File: src/rtl/dsbio_pkg.sv
// Purpose: Shared constants and types for the branch, I/O and control decoder.
// Assumes: 16-bit instruction words, one clock.
// Notes:   Prefixes are the top eight opcode bits, except PFX_IN and PFX_OUT, which are the top four.
package dsbio_pkg;
  localparam int          WORD_W       = 16;
  localparam logic [15:0] OPC_JACC     = 16'hCE25;
  localparam logic [14:0] OPC_FMT_HI   = 15'h6707;
  localparam logic [15:0] OPC_FSM_CLR  = 16'hCE36;
  localparam logic [15:0] OPC_FSM_SET  = 16'hCE37;
  localparam logic [15:0] OPC_TXM_CLR  = 16'hCE20;
  localparam logic [15:0] OPC_TXM_SET  = 16'hCE21;
  localparam logic [15:0] OPC_CNF_DATA = 16'hCE04;
  localparam logic [15:0] OPC_CNF_PROG = 16'hCE05;
  localparam logic [15:0] OPC_PUSH_ACC = 16'hCE1C;
  localparam logic [15:0] OPC_POP_ACC  = 16'hCE1D;
  localparam logic [7:0]  PFX_JANZ     = 8'hFB;
  localparam logic [7:0]  PFX_JNOV     = 8'hF7;
  localparam logic [7:0]  PFX_JIO      = 8'hFA;
  localparam logic [7:0]  PFX_BDD      = 8'hFD;
  localparam logic [7:0]  PFX_BPD      = 8'hFC;
  localparam logic [7:0]  PFX_TBIT     = 8'h57;
  localparam logic [7:0]  PFX_LDSTAT1  = 8'h50;
  localparam logic [7:0]  PFX_LDSTAT2  = 8'h51;
  localparam logic [7:0]  PFX_SVSTAT1  = 8'h78;
  localparam logic [7:0]  PFX_SVSTAT2  = 8'h79;
  localparam logic [7:0]  PFX_STK2MEM  = 8'h7A;
  localparam logic [7:0]  PFX_MEM2STK  = 8'h54;
  localparam logic [7:0]  PFX_REPIMM   = 8'hCB;
  localparam logic [7:0]  PFX_REPMEM   = 8'h4B;
  localparam logic [3:0]  PFX_IN       = 4'h8;
  localparam logic [3:0]  PFX_OUT      = 4'hE;
  localparam int          IND_BIT      = 7;
  localparam logic [3:0]  BIT_TOP      = 4'hF;
  localparam logic        WLEN_RST     = 1'b0;
  localparam logic        FSYNC_RST    = 1'b0;
  localparam logic        TXM_RST      = 1'b0;
  localparam logic        BLK_DATA_RST = 1'b1;

  // Decoded operation codes.
  typedef enum logic [4:0] {
    OP_NONE, OP_JACC, OP_JANZ, OP_JNOV, OP_JIO, OP_BDD, OP_BPD,
    OP_FMT, OP_IN, OP_OUT, OP_FSM, OP_TXM, OP_TBIT, OP_CNF,
    OP_LDSTAT1, OP_LDSTAT2, OP_SVSTAT1, OP_SVSTAT2, OP_STK2MEM, OP_MEM2STK,
    OP_PUSH, OP_POP, OP_REPIMM, OP_REPMEM
  } dsbio_op_t;

  // Memory operand: indirect flag and the low seven opcode bits.
  typedef struct packed {
    logic       indirect;
    logic [6:0] field;
  } dsbio_mem_t;

  // Decoder sequencing, one-hot.
  typedef enum logic [1:0] {
    ST_FIRST  = 2'b01,
    ST_SECOND = 2'b10
  } dsbio_state_t;
endpackage : dsbio_pkg

File: src/rtl/dsbio_decoder.sv
// Purpose: Decoder for the branch, I/O, data-move and control instruction groups.
// Assumes: Words arrive with IVALID_I; status inputs are valid with the first word.
// Notes:   All outputs are registered; results appear one edge after the word.
// What this block does
// RL1: Fixed opcode jumps to the address held in the low accumulator.
// RL2: Two-word jump taken only when the selected auxiliary register is nonzero.
// RL3: Two-word jump taken only when no overflow is flagged.
// RL4: Two-word jump taken only when the general-purpose input pin is low.
// RL5: Two-word opcode copies a block from data memory to data memory.
// RL6: Two-word opcode copies a block from program memory to data memory.
// RL7: Format opcode loads the serial word-length bit from its lowest bit.
// RL8: Port read and write opcodes; bits 11 to 8 pick one of sixteen ports.
// RL9: Two opcodes clear or set serial frame-synchronisation mode.
// RL10: Two opcodes clear or set the serial transmit framing mode.
// RL11: Bit test picks the bit by temporary register and sets the test flag.
// RL12: Two opcodes map the on-chip block into data or program space.
// RL13: Opcodes load the first or second status register from memory.
// RL14: Opcodes store the first or second status register into memory.
// RL15: Pop stack to memory, and push a memory word onto the stack.
// RL16: Push low accumulator onto stack, or pop stack into low accumulator.
// RL17: Repeat counter loads from an 8-bit immediate or from data memory.
// RL18: Bit test never writes the accumulator.
// RL19: Two-word instructions take their second word as address before finishing.
// RL20: Bit 7 selects indirect addressing; otherwise a 7-bit direct offset.
`timescale 1ns/1ps
module dsbio_decoder
  import dsbio_pkg::*;
(
  input  wire logic         CLK_I,
  input  wire logic         RESET_I,
  input  wire logic [15:0]  IWORD_I,
  input  wire logic         IVALID_I,
  input  wire logic [15:0]  ACC_LOW_I,
  input  wire logic         AUX_NONZERO_I,
  input  wire logic         OVERFLOW_I,
  input  wire logic         IO_PIN_I,
  input  wire logic [15:0]  TREG_I,
  input  wire logic [15:0]  DMEM_I,
  output dsbio_op_t         OP_O,
  output logic              OP_VALID_O,
  output logic              BUSY_O,
  output logic              JUMP_O,
  output logic [15:0]       TARGET_O,
  output logic [3:0]        PORT_O,
  output dsbio_mem_t        MEM_O,
  output logic [7:0]        REPEAT_COUNT_O,
  output logic              ACC_WE_O,
  output logic              TEST_FLAG_O,
  output logic              WORD_LEN_O,
  output logic              FSYNC_O,
  output logic              TXM_O,
  output logic              BLK_DATA_O
);

  // Map a first word to its operation; the function is called in one place.
  function automatic dsbio_op_t decode(input logic [15:0] w);
    dsbio_op_t op;
    op = OP_NONE;
    if (w == OPC_JACC)                          op = OP_JACC; // RL1
    else if (w[15:1] == OPC_FMT_HI)             op = OP_FMT;  // RL7
    else if (w == OPC_FSM_CLR || w == OPC_FSM_SET) op = OP_FSM;  // RL9
    else if (w == OPC_TXM_CLR || w == OPC_TXM_SET) op = OP_TXM;  // RL10
    else if (w == OPC_CNF_DATA || w == OPC_CNF_PROG) op = OP_CNF; // RL12
    else if (w == OPC_PUSH_ACC)                 op = OP_PUSH; // RL16
    else if (w == OPC_POP_ACC)                  op = OP_POP;  // RL16
    else begin
      unique case (w[15:8])
        PFX_JANZ: op = OP_JANZ; // RL2
        PFX_JNOV: op = OP_JNOV; // RL3
        PFX_JIO:  op = OP_JIO;  // RL4
        PFX_BDD:  op = OP_BDD;  // RL5
        PFX_BPD:  op = OP_BPD;  // RL6
        PFX_TBIT:    op = OP_TBIT;    // RL11
        PFX_LDSTAT1: op = OP_LDSTAT1; // RL13
        PFX_LDSTAT2: op = OP_LDSTAT2; // RL13
        PFX_SVSTAT1: op = OP_SVSTAT1; // RL14
        PFX_SVSTAT2: op = OP_SVSTAT2; // RL14
        PFX_STK2MEM: op = OP_STK2MEM; // RL15
        PFX_MEM2STK: op = OP_MEM2STK; // RL15
        PFX_REPIMM:  op = OP_REPIMM;  // RL17
        PFX_REPMEM:  op = OP_REPMEM;  // RL17
        default: begin
          if (w[15:12] == PFX_IN)       op = OP_IN;  // RL8
          else if (w[15:12] == PFX_OUT) op = OP_OUT; // RL8
        end
      endcase
    end
    return op;
  endfunction : decode

  // Two-word forms wait for an address word.
  function automatic logic two_word(input dsbio_op_t op);
    return op inside {OP_JANZ, OP_JNOV, OP_JIO, OP_BDD, OP_BPD};
  endfunction : two_word

  dsbio_state_t state_r;
  dsbio_state_t state_nxt;
  dsbio_op_t    first_op;
  dsbio_op_t    held_op_r;
  logic         held_cond_r;
  logic         cond_now;
  logic         take_first;
  logic         take_second;
  logic [3:0]   bit_sel;

  assign first_op    = decode(IWORD_I);
  assign take_first  = IVALID_I && state_r == ST_FIRST;
  assign take_second = IVALID_I && state_r == ST_SECOND;
  assign bit_sel     = BIT_TOP - TREG_I[3:0];

  // Branch conditions are sampled with the first word, when status is current.
  always_comb begin
    unique case (first_op)
      OP_JANZ: cond_now = AUX_NONZERO_I; // RL2
      OP_JNOV: cond_now = !OVERFLOW_I;   // RL3
      OP_JIO:  cond_now = !IO_PIN_I;     // RL4
      default: cond_now = 1'b0;
    endcase
  end

  // Sequencer: a two-word opcode parks here until its address word comes.
  always_comb begin
    state_nxt = state_r;
    unique case (state_r)
      ST_FIRST:  if (take_first && two_word(first_op)) state_nxt = ST_SECOND; // RL19
      ST_SECOND: if (IVALID_I) state_nxt = ST_FIRST;
    endcase
  end

  always_ff @(posedge CLK_I or posedge RESET_I) begin
    if (RESET_I) begin
      state_r <= ST_FIRST;
    end else begin
      state_r <= state_nxt;
    end
  end

  // Held operation and branch outcome between the two words.
  always_ff @(posedge CLK_I or posedge RESET_I) begin
    if (RESET_I) begin
      held_op_r   <= OP_NONE;
      held_cond_r <= 1'b0;
    end else if (take_first) begin
      held_op_r   <= first_op;
      held_cond_r <= cond_now;
    end
  end

  // Issue: single-word ops on their word, two-word ops on the address word.
  always_ff @(posedge CLK_I or posedge RESET_I) begin
    if (RESET_I) begin
      OP_O       <= OP_NONE;
      OP_VALID_O <= 1'b0;
      JUMP_O     <= 1'b0;
      TARGET_O   <= 16'h0000;
    end else begin
      OP_VALID_O <= 1'b0;
      JUMP_O     <= 1'b0;
      if (take_second) begin
        OP_O       <= held_op_r;
        OP_VALID_O <= 1'b1;
        JUMP_O     <= held_cond_r; // RL2 RL3 RL4
        TARGET_O   <= IWORD_I;     // RL19 RL5 RL6
      end else if (take_first && !two_word(first_op)) begin
        OP_O       <= first_op;
        OP_VALID_O <= 1'b1;
        if (first_op == OP_JACC) begin
          JUMP_O   <= 1'b1;      // RL1
          TARGET_O <= ACC_LOW_I; // RL1
        end
      end
    end
  end

  // The one-hot second-word bit is the flop itself, so no gate sits on the output.
  assign BUSY_O = state_r[1];

  // Operand fields of the first word.
  always_ff @(posedge CLK_I or posedge RESET_I) begin
    if (RESET_I) begin
      PORT_O      <= 4'h0;
      MEM_O       <= '0;
      REPEAT_COUNT_O <= 8'h00;
    end else if (take_first) begin
      PORT_O         <= IWORD_I[11:8]; // RL8
      MEM_O.indirect <= IWORD_I[IND_BIT]; // RL20
      MEM_O.field    <= IWORD_I[6:0];     // RL20
      REPEAT_COUNT_O <= IWORD_I[7:0];     // RL17
    end
  end

  // Only the pop into the low accumulator writes it; bit test never does.
  always_ff @(posedge CLK_I or posedge RESET_I) begin
    if (RESET_I) begin
      ACC_WE_O <= 1'b0;
    end else begin
      ACC_WE_O <= take_first && first_op == OP_POP; // RL16 RL18
    end
  end

  // Test flag from the data bit picked by the temporary register.
  always_ff @(posedge CLK_I or posedge RESET_I) begin
    if (RESET_I) begin
      TEST_FLAG_O <= 1'b0;
    end else if (take_first && first_op == OP_TBIT) begin
      TEST_FLAG_O <= DMEM_I[bit_sel]; // RL11
    end
  end

  // Serial port and memory map modes keep state until changed.
  always_ff @(posedge CLK_I or posedge RESET_I) begin
    if (RESET_I) begin
      WORD_LEN_O <= WLEN_RST;
      FSYNC_O    <= FSYNC_RST;
      TXM_O      <= TXM_RST;
      BLK_DATA_O <= BLK_DATA_RST;
    end else if (take_first) begin
      unique case (first_op)
        OP_FMT:  WORD_LEN_O <= IWORD_I[0];  // RL7
        OP_FSM:  FSYNC_O    <= IWORD_I[0];  // RL9
        OP_TXM:  TXM_O      <= IWORD_I[0];  // RL10
        OP_CNF:  BLK_DATA_O <= !IWORD_I[0]; // RL12
        default: ;
      endcase
    end
  end
endmodule : dsbio_decoder

File: config.mk
export PLATFORM = sky130hd
export DESIGN_NAME = dsbio_decoder
export DESIGN_NICKNAME = d
export VERILOG_FILES = /design/src/rtl/dsbio_pkg.sv /design/src/rtl/dsbio_decoder.sv
export SDC_FILE = /design/constraint.sdc
export NUM_CORES = 1
export LEC_CHECK = 0
export BUFFER_PORTS_ARGS = -buffer_cell sky130_fd_sc_hd__buf_2
export CAP_MARGIN = 0
export CORE_UTILIZATION = 42
export CTS_BUF_LIST = sky130_fd_sc_hd__clkbuf_8 sky130_fd_sc_hd__clkbuf_16
export DETAILED_ROUTE_END_ITERATION = 7
export GPL_TIMING_DRIVEN = 0
export PLACE_DENSITY = 0.71
export SLEW_MARGIN = 20
export SYNTH_ARGS = -nofsm -noshare
export SYNTH_HDL_FRONTEND = slang
export SYNTH_SLANG_ARGS = --single-unit
File: constraint.sdc
create_clock -name CLK_I -period 2.5 [get_ports CLK_I]
set_input_delay 0.25 -clock CLK_I [delete_from_list [all_inputs] [get_ports CLK_I]]
set_output_delay 0.25 -clock CLK_I [all_outputs]
set_load 0.02 [all_outputs]
# Yosys cells after proc, flatten, opt, wreduce, memory -nomap -nowiden
# Index checks and enable logic that the tools add are counted.
[classes]
n_mux = 26
reduce_logical = 22
eq_ne = 42
n_addsub = 1
order_cmp = 1
[op_table]
columns = ["operator", "n"]
rows = [
  ["16-bit equality test, second input constant", 9],
  ["5-bit one-hot mux with 14 select lines", 1],
  ["8-bit by 7-bit equality test with 1-bit output, second input constant", 8],
  ["8-bit equality test, second input constant", 6],
  ["16-bit two-way mux", 3],
  ["5-bit two-way mux", 9],
  ["5-bit by 3-bit equality test with 1-bit output, second input constant", 4],
  ["5-bit by 4-bit equality test with 1-bit output, second input constant", 4],
  ["15-bit equality test, second input constant", 1],
  ["2-bit AND reduction", 6],
  ["5-bit by 2-bit equality test with 1-bit output, second input constant", 2],
  ["4-bit equality test, second input constant", 2],
  ["4-bit two-way mux", 2],
  ["1-bit logical AND", 6],
  ["1-bit two-way mux", 6],
  ["5-bit by 1-bit equality test with 1-bit output, second input constant", 1],
  ["5-bit equality test, second input constant", 1],
  ["4-bit by 5-bit < comparator with 1-bit output, second input constant", 1],
  ["5-bit nonzero test", 1],
  ["1-bit binary-select mux with 4-bit select", 1],
  ["1-bit logical NOT", 4],
  ["2-bit two-way mux", 2],
  ["2-bit one-hot mux with 2 select lines", 1],
  ["2-bit nonzero test", 2],
  ["7 further kinds", 9],
]
[word_totals]
out_inout_bits = 50
reg_bits = 57
input_bits = 70

# Logic depth before layout (Yosys ltp)
[logic_depth]
depth_word = 17
depth_mapped = 9

# Worst setup path after synthesis
# OpenSTA, ideal clock, no wires.
[synth_path]
kind = "register to register"
start = "reg state_r[0]"
end = "reg FSYNC_O"
required_time_ns = 2.372
setup_ns = 0.128
arrival_time_ns = 1.965
synth_period_minus_slack_ns = 2.092
slack_ns = 0.408
stages_incl_launch_ff = 7
n_path_buf = 0
cell_sequence = "dfstp_2 > nor2b_1 > nand2_1 > nor2_1 > o21ai_1 > nor4b_2 > mux2_1"
[synth_via]
elab_chain_len = 3
[synth_rtl]
columns = ["element", "line_no", "source"]
rows = [
  ["start, declared", "dsbio_decoder.sv:96", "dsbio_state_t state_r;"],
  ["start signal, assigned", "dsbio_decoder.sv:134", "state_r <= state_nxt;"],
  ["2-bit by 1-bit equality test with 1-bit output", "dsbio_decoder.sv:107", "assign take_first = IVALID_I && state_r == ST_FIRST;"],
  ["1-bit logical AND", "dsbio_decoder.sv:107", ""],
  ["2-bit AND reduction (no line)", "--", ""],
  ["end signal, assigned", "dsbio_decoder.sv:220", "OP_FSM: FSYNC_O <= IWORD_I[0];"],
  ["end, declared", "dsbio_decoder.sv:50", "output logic FSYNC_O,"],
]
# No other way between the ends.
# A chain may end at the register's enable or synchronous reset.

# Worst setup path after layout
[layout_path]
start = "reg state_r[0]"
end = "reg TARGET_O[6]"
[layout_via]
elab_chain_len = 5
elab_cells_between_ends = 9
[layout_rtl]
columns = ["element", "line_no", "source"]
rows = [
  ["2-bit by 1-bit equality test with 1-bit output", "dsbio_decoder.sv:107", ""],
  ["1-bit logical AND", "dsbio_decoder.sv:107", ""],
  ["1-bit logical AND", "dsbio_decoder.sv:164", "end else if (take_first && !two_word(first_op)) begin"],
  ["2-bit nonzero test (no line)", "--", ""],
  ["2-bit AND reduction (no line)", "--", ""],
  ["end signal, assigned", "dsbio_decoder.sv:155", "TARGET_O <= 16'h0000;"],
  ["end signal, assigned", "dsbio_decoder.sv:163", "TARGET_O <= IWORD_I;"],
  ["end signal, assigned", "dsbio_decoder.sv:169", "TARGET_O <= ACC_LOW_I;"],
  ["end, declared", "dsbio_decoder.sv:43", "output logic [15:0] TARGET_O,"],
]
# Several ways; a longest one is shown, not always the timed one.

==> impl_metrics.json <==
{
  "ir_worst_vdd_mv": 0.345,
  "place_ws_ps": 8.85,
  "grt_pass1_wl_mm": 12.0,
  "via_per_inst": 5.49,
  "synthFlopType": "dfrtp_1",
  "holdCritPathClass": "input port to register",
  "switchingPower_w": 0.00131,
  "skew_ps": 5.62,
  "cts_buffer_depth": 2,
  "rr_startpoint": "state_r[0]",
  "grt.overflow.total": 0,
  "drcViolationCount": 0,
  "nets": 472,
  "critical_path_arrival_ps": 2430,
  "async_flop_share_pct": 100,
  "dr.pass1.iters": 4,
  "rows": 30,
  "dp_hpwl_mm": 5.65,
  "vias": 2654,
  "io_buffer_count": 103,
  "netlist_top_cells_area": "dfrtp_1, mux2i_1, nand2_1",
  "drive_above_1_share_pct": 41.2,
  "p_per_area_nw_per_um2": 898,
  "worstSkewPairLatency_ps": 300,
  "h-tree-depth": 2,
  "cts.sinks": 49,
  "p_leak_nw": 1.76,
  "finalCritPeriodShare_pct": 90.1,
  "synth_edf_count": 0,
  "worstSetupPathType": "register to register",
  "syn_area_per_cell_um2": 10.1,
  "antennaDiodeCount": 0,
  "first_global_vias": 2430,
  "detail-route-antenna-nets": 0,
  "drtIter0Drc": 163,
  "grt_util_all_layers_pct": 20.6,
  "antenna_found_initial": 0,
  "rr_endpoint": "TARGET_O[6]",
  "r2r_slack_ps": 250,
  "maxCapViolations": 0,
  "synth-seq-cells": 49,
  "synth_warnings": 0,
  "hp-start": "IWORD_I[5]",
  "rr_worst_depth": 8,
  "max_freq_mhz": 444,
  "syn_inst": 290,
  "die_area_um2": 7330,
  "synth_top_area_share_pct": 40.1,
  "synth_area_um2": 2940,
  "worstSetupEndpointType": "register",
  "cp-start-kind": "register",
  "switching_share_pct": 39.4,
  "cts-root-buf": "clkbuf_8",
  "tns_ps": 0,
  "grt_setup_unrepaired": "no",
  "nFillCells": 636,
  "final_area_um2": 3700,
  "slew_violations": 0,
  "setup_viol_count_final": 0,
  "placed_area_um2": 3570,
  "pwr-share-clk_pct": 17.5,
  "hold_viol": 0,
  "layout_setup_ws_ps": 248,
  "cts_tree": "built",
  "crit_required_ps": 2670,
  "min_to": "TARGET_O[5]",
  "place.gp.congestion": 0.877,
  "synth.yosys.seq_area_share_pct": 41.9,
  "core_um2": 6760,
  "seq_power_share_pct": 37.2,
  "yosys.area.top_type": "dfrtp_1",
  "die-height_um": 85.6,
  "crit_fanout": 10,
  "period_needed_ps": 2250,
  "cts_made_buffers": 5,
  "grt_max_degree": 28,
  "worstHoldPathCells": 3,
  "relSlewSlack_pct": 53.6,
  "wl_mm": 7.41,
  "post_drt_wl_per_cell_um": 15.3,
  "status": "finished, final reports clean",
  "clkTransAtPathRegs_ps": 90,
  "comb_power_share_pct": 45.3,
  "start_util_pct": 43.4,
  "synth_cell_type_count": 56,
  "io_pins": 120,
  "p_int_w": 0.00202,
  "die_x_um": 85.6,
  "syn_to_final_growth_pct": 26.2,
  "worst_slew_pin_slew_ps": 691,
  "synth_fp_nets": 360
}
[synthesized netlist by cell type (2+ instances only)]
master,instances
nor2_1,4
mux4_2,5
o21ai_1,18
mux2i_1,20
nand4b_1,4
mux2_2,12
nand2b_1,2
nor3b_1,2
nand3b_1,3
nand3_1,7
buf_6,3
or2_1,3
or3_1,2
o21ai_0,8
dfrtp_1,47
a21oi_1,7
nor3_1,8
buf_2,7
and3b_1,3
nand4_1,8
dfstp_2,2
nor2b_1,3
nand2_1,42
mux2_1,4
and4b_1,2
a21o_1,4
nor4_1,3
inv_1,5
and3_1,3
buf_4,10
clkbuf_1,10
nor4b_2,3
xnor2_1,3
[cells in the final DEF (no fill, tap or decap), drive strengths merged, types with 3 or more instances in the layout]
cell and count:
nor2b 3, nand3 8, mux2i 20, mux2 16, inv 6, xnor2 3
nand3b 3, nand4b 4, and3b 3, clkbuf 16, buf 124, nor4 4
or3 3, mux4 5, nor2 4, nand2b 3, dfrtp 47, nor3 8
nand4 8, a21oi 8, nand2 42, a21o 4, nor4b 4, or2 3
and3 4, o21ai 26
[sequential cells by signal, summed over array words and instances (netlist names), 2 cells and up]
signal / flops
held_op_r: 5
PORT_O: 4
state_r: 2
MEM_O: 7
OP_O: 5
TARGET_O: 16
[area by class of cell]
type / count / area, µm² / area share (%)
plain buffers: 30 / 181 / 4.90
clock buffers: 6 / 82.6 / 2.23
clock inverters: 2 / 33.8 / 0.912
inverters: 5 / 18.8 / 0.507
multi-input cells: 206 / 1510 / 40.9
flip-flops and latches: 49 / 1230 / 33.2
well taps: 80 / 100 / 2.70
repair buffers: 105 / 546 / 14.7
[cell families after synthesis]
family / Yosys count / synth area share [%]
and+or+nand+nor: 111 / 22.5
AOI/OAI and AO/OA: 50 / 10.8
DFF: 49 / 41.9
muxes: 41 / 16.8
buffers and inverters: 35 / 6.82
xor gates and xnor gates: 4 / 1.19
[how the worst max path moves through the flow]
stage	end	slack, ps	from	cells after the start
after CTS	TARGET_O[5]	80	state_r[0]	8
final	TARGET_O[6]	250	state_r[0]	8
after global routing	TARGET_O[6]	70	state_r[0]	8
after global placement	FSYNC_O	50	state_r[0]	6
after detailed placement	FSYNC_O	9	state_r[0]	6
after floorplan	FSYNC_O	410	state_r[0]	6
[layer usage]
layer	wire length [µm]	share of wire [%]	track usage (%)	up-vias
met5	0	0	0	-
met4	26	0.35	3.18	0
met3	304	4.1	2.60	3
met2	3600	49	35.2	87
met1	3480	47	28.7	1296
li1	-	-	-	1268
[stage by stage]
stage	std cells	util [%]	power, W	hold slack [ps]
5_1_grt	483	54.8	0.00354	226
4_1_cts	483	54.8	0.00336	208
3_5_place_dp	474	52.9	0.00278	303
6_report	483	54.8	0.00333	216
2_1_floorplan	290	-	0.00226	308
3_3_place_gp	473	52.6	0.00274	458
[power groups by stage]
stage	clock, W	combinational, W	sequential [W]
2_1_floorplan	0	0.000683	0.00157
3_3_place_gp	0	0.00149	0.00125
3_5_place_dp	0	0.00152	0.00126
4_1_cts	0.000599	0.00152	0.00124
5_1_grt	0.000616	0.00165	0.00128
6_report	0.000581	0.00151	0.00124
[worst max-delay path, cell delays in order, from the launching register on]
cell and delay (ps):
dfstp_2 530, nor2b_2 180, nand2_2 170, or2_1 330
nor3_1 210, buf_4 220, buf_6 190, mux2i_1 230
o21ai_1 80
[what timing repair did]
| action | in CTS | in global routing |
|---|---|---|
| endpoints found under the setup margin | 1 | 10 |
| hold buffers | 1 | 0 |
| buffers inserted | 0 | 0 |
| hold endpoints to repair | 22 | 0 |
| resized for setup | 1 | 2 |
| cloned | 0 | 0 |
(Power assumes the default switching activity.)
